File: config.mk
export PLATFORM = sky130hd
export DESIGN_NAME = psr_status_reg
export DESIGN_NICKNAME = d
export VERILOG_FILES = /design/src/hdl/psr_pkg.sv /design/src/hdl/psr_sync.sv /design/src/hdl/psr_status_reg.sv
export VERILOG_INCLUDE_DIRS = /design/src /design/src/hdl
export SDC_FILE = /design/constraint.sdc
export NUM_CORES = 1
export LEC_CHECK = 0
export BUFFER_PORTS_ARGS = -buffer_cell sky130_fd_sc_hd__buf_2
export CORE_MARGIN = 1
export CORE_UTILIZATION = 44
export CTS_BUF_LIST = sky130_fd_sc_hd__clkbuf_8
export DETAILED_ROUTE_END_ITERATION = 12
export MAX_ROUTING_LAYER = met4
export PLACE_DENSITY = 0.78
export SLEW_MARGIN = 20
export SYNTH_ARGS = -nofsm -noshare
export SYNTH_HDL_FRONTEND = slang
export SYNTH_SLANG_ARGS = --single-unit
File: constraint.sdc
create_clock -name clk_i -period 0.8 [get_ports clk_i]
set_input_delay 0.08 -clock clk_i [delete_from_list [all_inputs] [get_ports clk_i]]
set_output_delay 0.08 -clock clk_i [all_outputs]
set_load 0.02 [all_outputs]
File: src/hdl/psr_defines.svh
`ifndef PSR_DEFINES_SVH
`define PSR_DEFINES_SVH

// register address space of the serial control port
`define PSR_ADDR_W 10
`define PSR_DATA_W 8

// status readback register
`define PSR_STATUS_ADDR 10'h01f

// field positions inside the status byte
`define PSR_BIT_LOCK 0
`define PSR_BIT_FIRST_FAST 1
`define PSR_BIT_SECOND_FAST 2
`define PSR_BIT_OSC_FAST 3
`define PSR_BIT_SECOND_SEL 4
`define PSR_BIT_HOLDOVER 5

// number of live status lines
`define PSR_NUM_STATUS 6

// reset and idle values
`define PSR_RESET_BYTE 8'h00
`define PSR_STATUS_RESET 6'h00

// cycles from a status pin change to its visibility in the register
`define PSR_SYNC_DELAY 2

`endif

File: src/hdl/psr_pkg.sv
`include "psr_defines.svh"

package psr_pkg;
   typedef logic [`PSR_ADDR_W-1:0] psr_addr_t;
   typedef logic [`PSR_DATA_W-1:0] psr_byte_t;
   typedef logic [`PSR_NUM_STATUS-1:0] psr_status_t;
endpackage : psr_pkg

File: src/hdl/psr_sync.sv
`timescale 1ns/10ps
`default_nettype none
`include "psr_defines.svh"

module psr_sync
   import psr_pkg::*;
(
   input wire logic clk_i,
   input wire logic reset_n_i,
   input wire psr_pkg::psr_status_t async_i,
   output logic [`PSR_NUM_STATUS-1:0] sync_o
);
   import psr_pkg::*;

   psr_status_t meta;
   psr_status_t stable;
   psr_status_t next_meta;
   psr_status_t next_stable;

   // first stage is read only by the second stage
   always_comb begin
      next_meta = async_i;
      next_stable = meta;
   end

   always_ff @(posedge clk_i or negedge reset_n_i) begin
      if (!reset_n_i) begin
         meta <= `PSR_STATUS_RESET;
         stable <= `PSR_STATUS_RESET;
      end else begin
         meta <= next_meta;
         stable <= next_stable;
      end
   end

   assign sync_o = stable;

endmodule : psr_sync
`default_nettype wire

File: src/hdl/psr_status_reg.sv
// Function
// RL1 - status bit 5 at 0x01f reads 1 while the loop sits in holdover
// RL2 - holdover bit follows live holdover state, not the holdover enable setting
// RL3 - bit 4 reads 1 when second reference drives the loop, else 0
// RL4 - bit 3 reads 1 when oscillator frequency is above its threshold
// RL5 - bit 2 reads 1 when second reference frequency exceeds configured threshold
// RL6 - bit 1 reads 1 when first reference frequency exceeds configured threshold
// RL7 - bit 0 presents digital lock detect, 1 when locked
// RL8 - writes leave the status register unchanged; reads return current status
`timescale 1ns/10ps
`default_nettype none
`include "psr_defines.svh"

module psr_status_reg
   import psr_pkg::*;
(
   // register port of the serial control logic
   input wire logic clk_i,
   input wire logic reset_n_i,
   input wire psr_pkg::psr_addr_t reg_addr_i,
   input wire logic reg_rd_i,
   input wire logic reg_wr_i,
   input wire psr_pkg::psr_byte_t reg_wdata_i,
   output psr_pkg::psr_byte_t reg_rdata_o,
   output logic reg_rvalid_o,
   output logic reg_hit_o,
   // live status from the loop monitors, any clock domain
   input wire logic holdover_active_i,
   input wire logic second_reference_input_sel_i,
   input wire logic pll_oscillator_above_i,
   input wire logic second_reference_input_above_i,
   input wire logic first_reference_input_above_i,
   input wire logic digital_lock_i
);
   import psr_pkg::*;

   // status path, pins to byte
   psr_status_t raw_status;
   psr_status_t live_status;
   psr_byte_t status_byte;

   // read answer registers
   psr_byte_t rdata;
   psr_byte_t next_rdata;
   logic rvalid;
   logic next_rvalid;

   // address decode and the unused write data
   logic addr_hit;
   logic wdata_unused;

   // decode of the single mapped address
   function automatic logic psr_is_status(input psr_addr_t addr);
      psr_is_status = (addr == `PSR_STATUS_ADDR);
   endfunction : psr_is_status

   // gather status lines; they come from other clock or analog domains
   // no filtering: a pulse shorter than one clock may be missed
   always_comb begin
      raw_status = `PSR_STATUS_RESET;
      raw_status[`PSR_BIT_HOLDOVER] = holdover_active_i; // [RL1] [RL2]
      raw_status[`PSR_BIT_SECOND_SEL] = second_reference_input_sel_i; // [RL3]
      raw_status[`PSR_BIT_OSC_FAST] = pll_oscillator_above_i; // [RL4]
      raw_status[`PSR_BIT_SECOND_FAST] = second_reference_input_above_i; // [RL5]
      raw_status[`PSR_BIT_FIRST_FAST] = first_reference_input_above_i; // [RL6]
      raw_status[`PSR_BIT_LOCK] = digital_lock_i; // [RL7]
   end

   // two flops per line; a pin edge reaches the byte on the second clock
   psr_sync u_sync (
      .clk_i(clk_i),
      .reset_n_i(reset_n_i),
      .async_i(raw_status),
      .sync_o(live_status)
   );

   // bits 7 and 6 read zero: calibration flag lives elsewhere
   assign status_byte = {2'h0, live_status};
   assign addr_hit = psr_is_status(reg_addr_i);
   // write data has no home here, the register is read only
   assign wdata_unused = ^reg_wdata_i; // [RL8]

   // read answer one cycle after the strobe; unmapped reads give zero
   // a read beside a write is served; the write is dropped
   always_comb begin
      next_rdata = rdata;
      next_rvalid = 1'b0;
      if (reg_rd_i) begin
         next_rvalid = 1'b1;
         next_rdata = addr_hit ? status_byte : `PSR_RESET_BYTE; // [RL8]
      end
   end

   // answer registers; reset leaves a zero byte and no answer
   always_ff @(posedge clk_i or negedge reset_n_i) begin
      if (!reset_n_i) begin
         rdata <= `PSR_RESET_BYTE;
         rvalid <= 1'b0;
      end else begin
         rdata <= next_rdata;
         rvalid <= next_rvalid;
      end
   end

   // outputs: data from flops, hit straight from the decode
   assign reg_rdata_o = rdata;
   assign reg_rvalid_o = rvalid;
   assign reg_hit_o = addr_hit & (reg_rd_i | reg_wr_i);

   // helper: sync pipeline is primed after this many edges
   logic [1:0] warm;
   logic [1:0] next_warm;
   logic primed;
   assign primed = (warm == 2'(`PSR_SYNC_DELAY + 1));

   // count up to one past the sync depth, then hold
   always_comb begin
      next_warm = primed ? warm : 2'(warm + 2'h1);
   end

   always_ff @(posedge clk_i or negedge reset_n_i) begin
      if (!reset_n_i) begin
         warm <= 2'h0;
      end else begin
         warm <= next_warm;
      end
   end
endmodule : psr_status_reg
`default_nettype wire

==> results_dict.tcl <==
set metrics [dict create \
    cts_tree "built" \
    path_clk_slew_ps 70 \
    syn_area_um2 671.9 \
    fill_cells 95 \
    wl_per_cell_um 11.18 \
    worstPathMaxFanout 2 \
    maxSlewViolCount 0 \
    max_freq_mhz 1116 \
    io_buffers 27 \
    start_util_pct 49.18 \
    placed_cell_area_um2 838.3 \
    violations "setup timing" \
    grt_max_degree 20 \
    synth-adder-area-share_pct 0 \
    antenna_found_initial 0 \
    power_density_nw_per_um2 1756 \
    rows 13 \
    syn2layout_area_growth_pct 52.51 \
    yosys_register_bits 19 \
    cts_root_buf "clkbuf_8" \
    first_pass_iters 2 \
    worstSkewPairLatency_ps 250 \
    p_leak_nw 0.5057 \
    holdPathEnd "reg_rvalid_o" \
    ir_worst_vdd_uv 1170 \
    htree_levels 1 \
    synth_area_leaders "dfrtp_1 71%, mux2i_1 8.9%, nand4_1 5.6%" \
    period_share_pct 112.0 \
    grt_remaining_overflow 0 \
    vias 461 \
    place_congestion 0.7257 \
    crit_required_ps 720 \
    finClkSkew_ps 3.335 \
    synthCells 46 \
    clockBufferDepth 2 \
    yosysTopAreaCellShare_pct 70.76 \
    track_usage_pct 17.63 \
    cp.arrival_ps 820 \
    rr_worst_depth 3 \
    r2r_setup_slack_ps 70 \
    synth_simple_gate_area_share_pct 11.36 \
    synth-compound-area-share_pct 1.676 \
    numPlacedInstances 89 \
    core_area_um2 1366 \
    setup_viol 8 \
    grt_pass1_vias 458 \
    setup_ws_ps -96.40 \
    rsz0062_at_grt "true" \
    synth_xor_area_share_pct 0 \
    ant_nets 0 \
    fin_cells 101 \
    synth_flop_cell "dfrtp_1" \
    design_area_um2 1025 \
    synth_area_per_cell_um2 14.61 \
    num_antenna_cells 0 \
    die_y_um 41.08 \
    nNetsFinal 115 \
    yosysWarnings 0 \
    num_io_pins 38 \
    critical_path.endpoint_type "output pin" \
    cts.sinks 19 \
    drc 0 \
    hold_slack_ps 136.5 \
    finalSetupTns_ps -441.7 \
    synth.most_common_cell "dfrtp_1" \
    hold_violations 0 \
    period_needed_ps 896.4 \
    avgViaCountPerCell 4.564 \
    synth_mux_area_share_pct 8.939 \
    die_w_um 41.08 \
    r2r_end "reg_rdata_o[4]" \
    yosysTopAreaCell "dfrtp_1" \
    hold_path.startpoint "reg_rd_i" \
    synth_top_family_by_area "simple AND/OR/NAND/NOR gates" \
    holdPathStages 2 \
    min_path_type "input pin to flip-flop" \
    startpoint_type "input pin" \
    cts_buffers 3 \
    routed_wl_um 1129 \
    yosysUniqueCellTypes 11 \
    grt_first_pass_wirelength_um 1800 \
    worstSetupPathType "input pin to output pin" \
    layout-drive-gt1-share_pct 45.35 \
    design.die.area_um2 1687 \
    async_flop_share_pct 100.0 \
    reg2reg_from "reg_rdata_o[4]" \
    ys_seq_area_share_pct 70.76 \
    cap_viol_max_count 0 \
    outcome "complete, but fails checks" \
    synth_edf_count 0 \
    drt_iter0_drc 4 \
    synthTopCellsByCount "19 x dfrtp_1, 6 x inv_1, 6 x mux2i_1, 6 x nand4_1" \
]
-- sequential cells by signal (all words and copies together), names as in the netlist --
| name | count |
|---|---|
| reg_rdata_o | 6 |
| u_sync.meta | 6 |
| u_sync.sync_o | 6 |
| reg_rvalid_o | 1 |
-- per-stage QoR --
step / util, % / power, mW / worst slack [ps]
2_1_floorplan: - / 1.065 / -48.76
3_3_place_gp: 61.36 / 1.139 / -156.8
3_5_place_dp: 61.36 / 1.143 / -219.6
4_1_cts: 75.82 / 1.825 / -118.2
5_1_grt: 75.00 / 1.877 / -161.6
6_report: 75.00 / 1.799 / -96.40
-- cell usage in the layout, fill, tap and decap left out, drive strengths merged --
cell          n
mux2i         6
nor2          1
and4          1
nand4         6
buf          32
o2111a        1
clkinv        1
conb          2
dfrtp        19
nor4b         1
inv           6
clkbuf        3
dlygate4sd3   7
-- report_power, final --
group	internal (mW)	leakage [nW]	switching, mW
Combinational	0.0871	0.245	0.0703
Clock	0.345	0.0255	0.294
Sequential	0.994	0.235	0.00918
-- cell families after synthesis --
group / after synthesis
flops: 19
simple gates: 9
buf+inv: 10
other cells: 1
compound gates: 1
mux: 6
-- routing by layer --
metal	part of all wire (%)	vias up	GRT usage, %
li1	-	229	-
met1	46	207	20.35
met2	48	23	28.52
met3	5.3	2	4.891
met4	0.53	0	7.500
met5	0	-	-
-- worst max-delay path: stages --
cell and delay (ps):
buf_6 90, nor4b_4 290, o2111a_2 240, buf_6 110
-- how the worst max path moves through the flow --
stage             startpoint        endpoint  slack [ps]  depth (start not counted)
3_3_place_gp   reg_addr_i[5]  reg_rdata_o[5]        -160                          5
3_5_place_dp   reg_addr_i[5]  reg_rdata_o[0]        -220                          5
5_1_grt        reg_addr_i[7]       reg_hit_o        -160                          4
2_1_floorplan  reg_addr_i[5]       reg_hit_o         -50                          2
6_report       reg_addr_i[7]       reg_hit_o        -100                          4
4_1_cts        reg_addr_i[6]       reg_hit_o        -120                          4
-- layout make-up --
class | count | area [um2] | share of cell area, %
timing repair buffer | 39 | 305.3 | 29.79
inverter | 6 | 22.52 | 2.198
clock buffer | 3 | 41.29 | 4.029
multi-input combinational | 18 | 156.4 | 15.26
sequential | 19 | 475.5 | 46.40
clock inverter | 1 | 5.005 | 0.4884
tap | 15 | 18.77 | 1.832
-- what timing repair did --
action / CTS / global route
setup endpoints to repair: 8 / 14
buffers inserted: 2 / 1
endpoints found under the hold margin: 25 / 0
gates resized for setup: 19 / 0
hold buffers: 7 / 0
pin swaps: 2 / 4
No activity file was read; power rests on OpenSTA's default activity.
